<file path="src/design/rvi_regs.vh">
// register offsets, field positions, reset values and timing for the
// record info / identity register bank.
// assumes 16-bit spi frames: bit 15 write flag, bits 14:8 byte address.
`ifndef RVI_REGS_VH
`define RVI_REGS_VH

// ----------------------------------------------------------------
// byte addresses (low byte of each 16-bit register)
// ----------------------------------------------------------------
`define RVI_ADR_TIME_LO  7'h4c
`define RVI_ADR_TIME_HI  7'h4e
`define RVI_ADR_BUILD_DAY_FIRMWARE_REV  7'h52
`define RVI_ADR_YR_MON   7'h54
`define RVI_ADR_MODEL    7'h56
`define RVI_ADR_LOT      7'h58
`define RVI_ADR_USER     7'h5a
`define RVI_ADR_WEAR     7'h5c
`define RVI_ADR_AUX      7'h64
`define RVI_ADR_SPEC     7'h66

// ----------------------------------------------------------------
// spi frame layout
// ----------------------------------------------------------------
`define RVI_SPI_WR_BIT   15
`define RVI_SPI_ADR_HI   14
`define RVI_SPI_ADR_LO   8
`define RVI_SPI_DAT_HI   7
`define RVI_FRAME_BITS   5'h10
`define RVI_BIT_CNT_W    5

// ----------------------------------------------------------------
// auxiliary control bits
// ----------------------------------------------------------------
`define RVI_AUX_SYNC_EN  12
`define RVI_AUX_ST_LOAD  10
`define RVI_AUX_ST_SAVE  9
`define RVI_AUX_ST_CLR   8
`define RVI_AUX_TEST_ON  3
`define RVI_AUX_TEST_OFF 2

// ----------------------------------------------------------------
// values and timing
// ----------------------------------------------------------------
`define RVI_RST_WORD     16'h0000
`define RVI_RST_BYTE     8'h00
`define RVI_SPEC_PAD     4'h0
`define RVI_ONE16        16'h0001
`define RVI_TICK_MS      1000
`define RVI_CLK_KHZ      50000

`endif

</file>
<file path="src/design/rvi_bank.v">
// record information and identity register bank behind the spi port.
// assumes capture, record and nonvolatile store logic outside; their
// events arrive as one-cycle pulses synchronous to clock.
`timescale 1ns/1ps
`include "rvi_regs.vh"
module rvi_bank
#(
	parameter        TICK_CYCLES = `RVI_TICK_MS * `RVI_CLK_KHZ,
	parameter [15:0] BUILD_DAY_FIRMWARE_REV_VAL = 16'h0110,  // bcd day, bcd revision
	parameter [15:0] YR_MON_VAL  = 16'h0001,  // bcd year, bcd month
	parameter [15:0] MODEL_CODE  = 16'h0123,  // arbitrary value
	parameter [15:0] LOT_NUMBER  = 16'h0001   // arbitrary value
)
(
	input  wire        clock,             // system clock, 50 mhz
	input  wire        sys_rst,           // async reset, high
	input  wire        spi_cs_n,          // spi chip select, low
	input  wire        spi_sclk,          // spi clock
	input  wire        spi_din,           // spi data from host
	output wire        spi_dout,          // spi data to host
	input  wire        sync_pin,          // external capture trigger
	input  wire        capture_req,       // internal capture request
	output reg         capture_start,     // capture begins, pulse
	input  wire        records_cleared,   // user records cleared
	input  wire        record_store_full, // tenth record written
	input  wire        spec_rec_upd,      // new spectral record
	input  wire [1:0]  spec_rate,         // sample rate choice
	input  wire [1:0]  spec_window,       // window of that record
	input  wire [7:0]  spec_avgs,         // averages of that record
	input  wire [15:0] nv_user_word,      // stored user word
	output reg         user_word_save,    // store user_word, pulse
	output reg  [15:0] user_word,         // user word to store
	output reg         stat_load,         // flash to sram, pulse
	output reg         stat_store,        // sram to flash, pulse
	output reg         stat_clear,        // clear statistics, pulse
	output reg         selftest_en,       // sensor self test on
	output wire        sync_enable        // sync pin armed
);

	// ----------------------------------------------------------------
	// state
	// ----------------------------------------------------------------
	reg  [31:0] tick_r;
	reg  [31:0] secs_r;
	reg  [31:0] stamp_r;
	reg  [15:0] wear_r;
	reg  [15:0] wear_nxt;
	reg  [15:0] spec_r;
	reg         sync_en_r;
	reg         sync_d_r;
	reg         nv_loaded_r;
	reg  [6:0]  rd_adr_r;
	reg  [15:0] rd_word_r;
	reg  [15:0] rd_nxt;
	wire [15:0] rx_word;
	wire        rx_vld;
	wire        wr;
	wire        wr_hi;
	wire [6:0]  adr;
	wire [6:0]  adr_w;
	wire [7:0]  dat;
	wire        aux_hi_wr;
	wire        aux_lo_wr;
	wire        sync_rise;
	wire        capture_go;

	// ----------------------------------------------------------------
	// spi port
	// ----------------------------------------------------------------
	rvi_spi_shift u_spi
	(
		.clock    (clock),
		.sys_rst  (sys_rst),
		.spi_cs_n (spi_cs_n),
		.spi_sclk (spi_sclk),
		.spi_din  (spi_din),
		.spi_dout (spi_dout),
		.tx_word  (rd_word_r),
		.rx_word  (rx_word),
		.rx_vld   (rx_vld)
	);

	assign wr    = rx_vld & rx_word[`RVI_SPI_WR_BIT];
	assign adr   = rx_word[`RVI_SPI_ADR_HI:`RVI_SPI_ADR_LO];
	assign adr_w = {adr[6:1], 1'b0};
	assign wr_hi = adr[0];
	assign dat   = rx_word[`RVI_SPI_DAT_HI:0];

	assign aux_hi_wr = wr & wr_hi & (adr_w == `RVI_ADR_AUX);
	assign aux_lo_wr = wr & ~wr_hi & (adr_w == `RVI_ADR_AUX);

	// ----------------------------------------------------------------
	// seconds counter and capture timestamp
	// ----------------------------------------------------------------
	// relative time only: counts from reset, no calendar
	always @(posedge clock or posedge sys_rst)
	begin
		if (sys_rst)
		begin
			tick_r <= 32'h00000000;
			secs_r <= 32'h00000000;
		end
		else if (tick_r == TICK_CYCLES - 1)
		begin
			tick_r <= 32'h00000000;
			secs_r <= secs_r + 32'h00000001;
		end
		else
			tick_r <= tick_r + 32'h00000001;
	end

	assign sync_enable = sync_en_r;
	assign sync_rise   = sync_pin & ~sync_d_r;
	assign capture_go  = capture_req | (sync_en_r & sync_rise);

	always @(posedge clock or posedge sys_rst)
	begin
		if (sys_rst)
		begin
			sync_d_r      <= 1'b0;
			capture_start <= 1'b0;
			stamp_r       <= 32'h00000000;
		end
		else
		begin
			sync_d_r      <= sync_pin;
			capture_start <= capture_go;
			if (capture_go)
				stamp_r <= secs_r;
		end
	end

	// ----------------------------------------------------------------
	// user word, restored from nonvolatile store after reset
	// ----------------------------------------------------------------
	// async reset can only load a constant, so the stored value is
	// taken on the first edge after release
	always @(posedge clock or posedge sys_rst)
	begin
		if (sys_rst)
		begin
			nv_loaded_r    <= 1'b0;
			user_word      <= `RVI_RST_WORD;
			user_word_save <= 1'b0;
		end
		else
		begin
			user_word_save <= 1'b0;
			if (!nv_loaded_r)
			begin
				nv_loaded_r <= 1'b1;
				user_word   <= nv_user_word;
			end
			else if (wr && adr_w == `RVI_ADR_USER)
			begin
				if (wr_hi)
					user_word[15:8] <= dat;
				else
					user_word[7:0]  <= dat;
				user_word_save <= 1'b1;
			end
		end
	end

	// ----------------------------------------------------------------
	// record store wear counter
	// ----------------------------------------------------------------
	// both events in one cycle count twice, none is lost
	always @*
	begin
		wear_nxt = wear_r;
		if (records_cleared)
			wear_nxt = wear_nxt + `RVI_ONE16;
		if (record_store_full)
			wear_nxt = wear_nxt + `RVI_ONE16;
	end

	always @(posedge clock or posedge sys_rst)
	begin
		if (sys_rst)
			wear_r <= `RVI_RST_WORD;
		else
			wear_r <= wear_nxt;
	end

	// ----------------------------------------------------------------
	// auxiliary control
	// ----------------------------------------------------------------
	always @(posedge clock or posedge sys_rst)
	begin
		if (sys_rst)
		begin
			sync_en_r   <= 1'b0;
			stat_load   <= 1'b0;
			stat_store  <= 1'b0;
			stat_clear  <= 1'b0;
			selftest_en <= 1'b0;
		end
		else
		begin
			// command bits pulse once per frame that writes a one
			stat_load  <= aux_hi_wr & dat[`RVI_AUX_ST_LOAD - 8];
			stat_store <= aux_hi_wr & dat[`RVI_AUX_ST_SAVE - 8];
			stat_clear <= aux_hi_wr & dat[`RVI_AUX_ST_CLR - 8];
			if (aux_hi_wr)
				sync_en_r <= dat[`RVI_AUX_SYNC_EN - 8];
			// off wins when both are written together
			if (aux_lo_wr && dat[`RVI_AUX_TEST_OFF])
				selftest_en <= 1'b0;
			else if (aux_lo_wr && dat[`RVI_AUX_TEST_ON])
				selftest_en <= 1'b1;
		end
	end

	// ----------------------------------------------------------------
	// spectral record settings
	// ----------------------------------------------------------------
	always @(posedge clock or posedge sys_rst)
	begin
		if (sys_rst)
			spec_r <= `RVI_RST_WORD;
		else if (spec_rec_upd)
			spec_r <= {spec_rate, spec_window,
			           `RVI_SPEC_PAD, spec_avgs};
	end

	// ----------------------------------------------------------------
	// read path
	// ----------------------------------------------------------------
	// a read frame names the register; the word goes out in the
	// next frame, so the mux output is registered every cycle
	always @*
	begin
		case (rd_adr_r)
			`RVI_ADR_TIME_LO: rd_nxt = stamp_r[15:0];
			`RVI_ADR_TIME_HI: rd_nxt = stamp_r[31:16];
			`RVI_ADR_BUILD_DAY_FIRMWARE_REV: rd_nxt = BUILD_DAY_FIRMWARE_REV_VAL;
			`RVI_ADR_YR_MON:  rd_nxt = YR_MON_VAL;
			`RVI_ADR_MODEL:   rd_nxt = MODEL_CODE;
			`RVI_ADR_LOT:     rd_nxt = LOT_NUMBER;
			`RVI_ADR_USER:    rd_nxt = user_word;
			`RVI_ADR_WEAR:    rd_nxt = wear_r;
			`RVI_ADR_AUX:
				rd_nxt = {3'h0, sync_en_r, 8'h0,
				          selftest_en, 3'h0};
			`RVI_ADR_SPEC:    rd_nxt = spec_r;
			default:          rd_nxt = `RVI_RST_WORD;
		endcase
	end

	always @(posedge clock or posedge sys_rst)
	begin
		if (sys_rst)
		begin
			rd_adr_r  <= 7'h00;
			rd_word_r <= `RVI_RST_WORD;
		end
		else
		begin
			rd_word_r <= rd_nxt;
			if (rx_vld && !rx_word[`RVI_SPI_WR_BIT])
				rd_adr_r <= adr_w;
		end
	end

endmodule

</file>
<file path="src/design/rvi_spi_shift.v">
// spi mode 3 shifter: 16-bit frames in, 16-bit answer words out.
// assumes spi pins already synchronous to clock and sclk well below
// half of the clock rate.
`timescale 1ns/1ps
module rvi_spi_shift
(
	input  wire        clock,     // system clock
	input  wire        sys_rst,   // async reset, high
	input  wire        spi_cs_n,  // chip select, low active
	input  wire        spi_sclk,  // serial clock, idles high
	input  wire        spi_din,   // serial data in
	output wire        spi_dout,  // serial data out
	input  wire [15:0] tx_word,   // word sent in the next frame
	output reg  [15:0] rx_word,   // last complete frame
	output reg         rx_vld     // one cycle when rx_word is new
);
`include "rvi_regs.vh"

	reg                      sclk_d_r;
	reg                      cs_d_r;
	reg  [15:0]              rx_sh_r;
	reg  [15:0]              tx_sh_r;
	reg  [`RVI_BIT_CNT_W-1:0] cnt_r;
	wire                     rise;
	wire                     fall;
	wire                     start;

	assign rise     = ~spi_cs_n & spi_sclk & ~sclk_d_r;
	assign fall     = ~spi_cs_n & ~spi_sclk & sclk_d_r;
	assign start    = ~spi_cs_n & cs_d_r;
	assign spi_dout = tx_sh_r[15];

	always @(posedge clock or posedge sys_rst)
	begin
		if (sys_rst)
		begin
			sclk_d_r <= 1'b1;
			cs_d_r   <= 1'b1;
			rx_sh_r  <= `RVI_RST_WORD;
			tx_sh_r  <= `RVI_RST_WORD;
			cnt_r    <= {`RVI_BIT_CNT_W{1'b0}};
			rx_word  <= `RVI_RST_WORD;
			rx_vld   <= 1'b0;
		end
		else
		begin
			sclk_d_r <= spi_sclk;
			cs_d_r   <= spi_cs_n;
			rx_vld   <= 1'b0;
			if (spi_cs_n)
				cnt_r <= {`RVI_BIT_CNT_W{1'b0}};
			if (start)
				tx_sh_r <= tx_word;
			// msb stands before the first falling edge, so skip it
			else if (fall && cnt_r != {`RVI_BIT_CNT_W{1'b0}})
				tx_sh_r <= {tx_sh_r[14:0], 1'b0};
			if (rise)
			begin
				rx_sh_r <= {rx_sh_r[14:0], spi_din};
				if (cnt_r == `RVI_FRAME_BITS - 5'h01)
				begin
					cnt_r   <= {`RVI_BIT_CNT_W{1'b0}};
					rx_word <= {rx_sh_r[14:0], spi_din};
					rx_vld  <= 1'b1;
				end
				else
					cnt_r <= cnt_r + 5'h01;
			end
		end
	end

endmodule

</file>
<file path="config.mk">
export PLATFORM = sky130hd
export DESIGN_NAME = rvi_bank
export DESIGN_NICKNAME = d
export VERILOG_FILES = /design/src/design/rvi_bank.v /design/src/design/rvi_spi_shift.v
export VERILOG_INCLUDE_DIRS = /design/src /design/src/design
export SDC_FILE = /design/constraint.sdc
export NUM_CORES = 1
export LEC_CHECK = 0
export BUFFER_PORTS_ARGS = -buffer_cell sky130_fd_sc_hd__buf_2
export CORE_MARGIN = 2
export CORE_UTILIZATION = 30
export CTS_CLUSTER_SIZE = 40
export DETAILED_ROUTE_END_ITERATION = 16
export GPL_TIMING_DRIVEN = 1
export SLEW_MARGIN = 30
export SYNTH_ARGS = -nofsm -noshare
export SYNTH_HDL_FRONTEND = slang
export SYNTH_SLANG_ARGS = --single-unit
</file>
<file path="constraint.sdc">
create_clock -name clock -period 8.45 [get_ports clock]
set_clock_uncertainty 0.15 [all_clocks]
set_input_delay 0.4225 -clock clock [delete_from_list [all_inputs] [get_ports clock]]
set_output_delay 0.4225 -clock clock [all_outputs]
set_load 0.005 [all_outputs]
</file>
# Word level (Yosys, flattened, before mapping)
# Index checks and enable logic that the tools add are counted.
# totals
ff_bits,226
input_bits,38
output_inout_bits,24
# classes
addsub,5
n_eq_ne,17
mux,19
bitwise,21
n_reduce_logical,14
# op_table
cell,n
$pmux W16 S9,1
$mux W16,6
$eq A6 B6 Y1 const B,12
$add A32 B1 Y32 const B,2
$add A16 B1 Y16 const B,2
$eq A32 B26 Y1 const B,1
$mux W32,1
$mux W8,2
$and A1 B1 Y1,15
$mux W5,3
$mux W1,6
$reduce_and A2 Y1,3
$reduce_bool A2 Y1,3
$add A5 B1 Y5 const B,1
$eq A5 B4 Y1 const B,1
$logic_and A1 B1 Y1,5
$not A1 Y1,5
$reduce_bool A5 Y1,1
$ne A2 B1 Y1 const B,2
$ne A2 B2 Y1 const B,1
$reduce_or A2 Y1,1
$logic_not A1 Y1,1
$or A1 B1 Y1,1

# Depth between registers and ports, before layout
# depth
ltp_word,6
ltp_mapped,10
ltp_nobuf,10

# Hierarchy
# Synthesis repeated with hierarchy kept, for this count alone.
# hier_totals
cells_unflattened,903
area_unflattened_um2,10457.5
# modules_own_cells
mod,instances,cells_each,area_per_inst_um2
rvi_bank,1,709,8029.0
rvi_spi_shift,1,194,2428.6

# Least setup slack after synthesis
# No wires, ideal clock.
# synth_timing
kind,flip-flop to flip-flop
start,reg wear_r[0]
end,reg wear_r[15]
arrival_time_ns,2.132
required_time_ns,8.220
path_slack_ns,6.088
stages_incl_launch_ff,10
period_less_slack_ns,2.362
path_cell_list,dfrtp_1 ha_1 buf_2 a21bo_2 nor4_1 nor3_1 or2_2 clkbuf_1 nor4_1 xnor2_1
# synth_between
elab_chain_len,4
# synth_lines
item,line,rtl
start: declaration,rvi_bank.v:46,reg [15:0] wear_r;
start signal: assignment,rvi_bank.v:181,wear_r <= `RVI_RST_WORD;
start signal: assignment,rvi_bank.v:183,wear_r <= wear_nxt;
$add A16 B1 Y16 (no line),-,
$mux W16 (*),rvi_bank.v:172,if (records_cleared)
$add A16 B1 Y16 (no line),-,
$mux W16 (*),rvi_bank.v:174,if (record_store_full)
named net wear_nxt[15],rvi_bank.v:47,reg [15:0] wear_nxt;
# The timed path passes the listed nets; every way through them passes the cells marked *.
# A chain may end at the register's enable or synchronous reset.

# Worst setup path after layout
# layout_timing
start,reg secs_r[6]
end,reg secs_r[31]
# layout_between
elab_chain_len,1
# layout_lines
item,line,rtl
start: declaration,rvi_bank.v:44,reg [31:0] secs_r;
start signal: assignment,rvi_bank.v:106,secs_r <= secs_r + 32'h00000001;
$add A32 B1 Y32,rvi_bank.v:106,
# No other way between the ends.

==> impl_metrics.json <==
{
  "status": "completed",
  "fin_crit_sh_pct": 32.1,
  "ios": 62,
  "die_area_um2": 36200,
  "ys_warn_count": 0,
  "setup_tns_ns": 0,
  "ys_ff_latch": 226,
  "netlist_instances": 931,
  "cts_sinks": 226,
  "first_global_vias": 7055,
  "yosysUniqueCellTypes": 68,
  "power.total_mw": 2.61,
  "h-tree-depth": 1,
  "numCtsBuffers": 26,
  "worstSkewPairLatency_ns": 0.54,
  "synth-seq-area-share_pct": 54.4,
  "synthArstFlopShare_pct": 100,
  "cts_tree": "yes",
  "slew_headroom_pct": 36.8,
  "antenna_found_initial": 0,
  "clk_pin_slew_worst_paths_ns": 0.06,
  "final_core_util_pct": 35.9,
  "drive_gt1_share_pct": 20.4,
  "nFillCells": 3428,
  "vias": 7143,
  "overflow": 0,
  "grt_max_degree": 93,
  "portBuffers": 61,
  "end_kind": "flop",
  "synth-edff-count": 0,
  "area_delta_synth_final_pct": 18.6,
  "root_buffer": "clkbuf_16",
  "drtPass1Iterations": 4,
  "via_per_inst": 4.82,
  "drc": 0,
  "syn-cell-area_um2": 10400,
  "maxCapViolations": 0,
  "hold_class": "primary input to flop",
  "grt_use_total_pct": 13.6,
  "core_um2": 34400,
  "peakVddDrop_mv": 0.128,
  "final_common_cell": "dfrtp_1",
  "die_height_um": 190,
  "drt_wl_total_um": 24500,
  "synth.avg_cell_area_um2": 11.2,
  "cts_resized": 0,
  "rsz0062_at_grt": "false",
  "worst_pin_slew_ns": 0.946,
  "final_cell_mix": "dfrtp_1 (223), nand2_1 (82), mux2_2 (78)",
  "clock_path_buffers": 3,
  "p_leak_nw": 5.54,
  "hpwl_um": 17400,
  "crit_required_ns": 8.74,
  "fp.dieW_um": 190,
  "postRouteAntennaNets": 0,
  "max_freq_ghz": 0.369,
  "critical_path_arrival_ns": 3.00,
  "nets": 1052,
  "finalSetupViolations": 0,
  "core.rowCount": 68,
  "maxSlewViolCount": 0,
  "start_util_pct": 30.2,
  "cp-start-kind": "flop",
  "ys.flop_type": "dfrtp_1",
  "finalCriticalPeriod_ns": 2.71,
  "grt_pass1_wl_um": 39300,
  "gp_congestion": 0.824,
  "antennaDiodeCount": 0,
  "first_iter_violations": 399,
  "rr_worst_depth": 6,
  "power_density_nw_per_um2": 212,
  "criticalPathCategory": "flop to flop",
  "cp_max_fo": 6,
  "syn_nets": 975,
  "avgRoutedWirePerCell_um": 16.6,
  "finalHoldViolations": 0,
  "whs_path_depth": 3
}
==> timing repair <==
item                                   CTS  global route
setup buffers                            0             0
hold buffers                            24             0
endpoints found under the hold margin  112             0
==> path summary, 6_finish.rpt <==
| path | from | end | slack [ns] |
|---|---|---|---|
| max | secs_r[6]$_DFFE_PP0N_ | secs_r[31]$_DFFE_PP0N_ | 5.74 |
| min | nv_user_word[14] | user_word[14]$_DFFE_PP0P_ | 0.02 |
| max reg2reg | secs_r[6]$_DFFE_PP0N_ | secs_r[31]$_DFFE_PP0N_ | 5.74 |
| min reg2reg | rd_word_r[2]$_DFF_PP0_ | u_spi.tx_sh_r[2]$_DFFE_PP0P_ | 0.30 |
| max in group asynchronous | sys_rst | rd_adr_r[1]$_DFFE_PP0P_ | 6.49 |
| min in group asynchronous | sys_rst | user_word[15]$_DFFE_PP0P_ | 0.40 |
==> final cells by class <==
type / instances / area (um2) / area share (%)
Inverter: 21 / 86.3 / 0.700
Multi-Input combinational cell: 641 / 4520 / 36.6
Sequential cell: 226 / 5660 / 45.9
Clock inverter: 11 / 170 / 1.38
Timing Repair Buffer: 92 / 613 / 4.97
Tap cell: 455 / 569 / 4.62
Clock buffer: 36 / 718 / 5.82
==> worst max-delay path, stage by stage (launching register included) <==
cell and delay, ns:
dfrtp_1 0.43, and4_1 0.28, nand4_2 0.23, nor4_1 0.86, nand3_2 0.26, nor3_2 0.23
xor2_1 0.17
==> sequential cells by signal, indices dropped and copies added, names as in the netlist, 5 cells and up <==
signal,flops
spec_r,12
secs_r,32
user_word,16
u_spi.rx_word,16
u_spi.rx_sh_r,15
rd_word_r,16
wear_r,16
tick_r,32
stamp_r,32
u_spi.tx_sh_r,16
u_spi.cnt_r,5
rd_adr_r,6
==> per-layer routing <==
layer | track usage [%] | vias to the layer above | part of all wire, %
met5 | 0 | - | 0
met4 | 4.35 | 0 | 2.7
met3 | 2.08 | 39 | 3.9
met2 | 22.8 | 129 | 48
met1 | 18.2 | 3522 | 45
li1 | - | 3453 | -
==> stage by stage <==
step | cells | hold slack, ns | setup slack (ns) | cell area (um2)
4_1_cts | 1481 | 0.00937 | 5.52 | 12300
3_5_place_dp | 1410 | 0.285 | 5.55 | 11200
2_1_floorplan | 931 | 0.276 | 1.69 | 10400
3_3_place_gp | 1409 | 0.287 | 5.66 | 11200
6_report | 1482 | 0.0213 | 5.74 | 12300
5_1_grt | 1482 | 0.0250 | 5.55 | 12300
==> where the power goes <==
group / internal (mW) / total, mW / leakage, nW / switching [mW]
logic: 0.107 / 0.230 / 2.08 / 0.123
clock network: 0.716 / 1.16 / 0.437 / 0.440
registers: 1.14 / 1.23 / 3.02 / 0.0891
==> synth_stat cells, types with 4 or more instances <==
library cell / instances / area [um2]
dfrtp_1: 224 / 5610
nand2_1: 82 / 308
mux2_2: 78 / 878
nor2_1: 71 / 267
xnor2_1: 56 / 490
mux2i_1: 47 / 470
o21ai_0: 42 / 210
nand3_1: 33 / 165
clkbuf_1: 31 / 116
a21oi_1: 30 / 150
xor2_1: 27 / 236
nand4_1: 25 / 156
inv_1: 21 / 78.8
nor3_1: 15 / 75.1
and3_1: 13 / 81.3
nor4_1: 11 / 68.8
and4_1: 10 / 87.6
a221o_1: 9 / 90.1
and2_1: 8 / 50.1
nand2b_1: 8 / 50.1
buf_2: 7 / 35.0
ha_1: 6 / 75.1
nor2b_1: 5 / 31.3
buf_1: 4 / 15.0
o22ai_1: 4 / 25.0
==> cell families after synthesis <==
| kind of cell | Yosys count | share of synthesized area [%] |
|---|---|---|
| DFF | 226 | 54.4 |
| adders and majority gates | 6 | 0.722 |
| buffers and inverters | 64 | 2.43 |
| muxes | 125 | 13.0 |
| AOI/OAI and AO/OA | 113 | 6.72 |
| and+or+nand+nor | 313 | 15.7 |
| xor gates and xnor gates | 83 | 6.99 |
| other | 1 | 0.0361 |
Note: power is estimated with default switching activity, not from simulation.
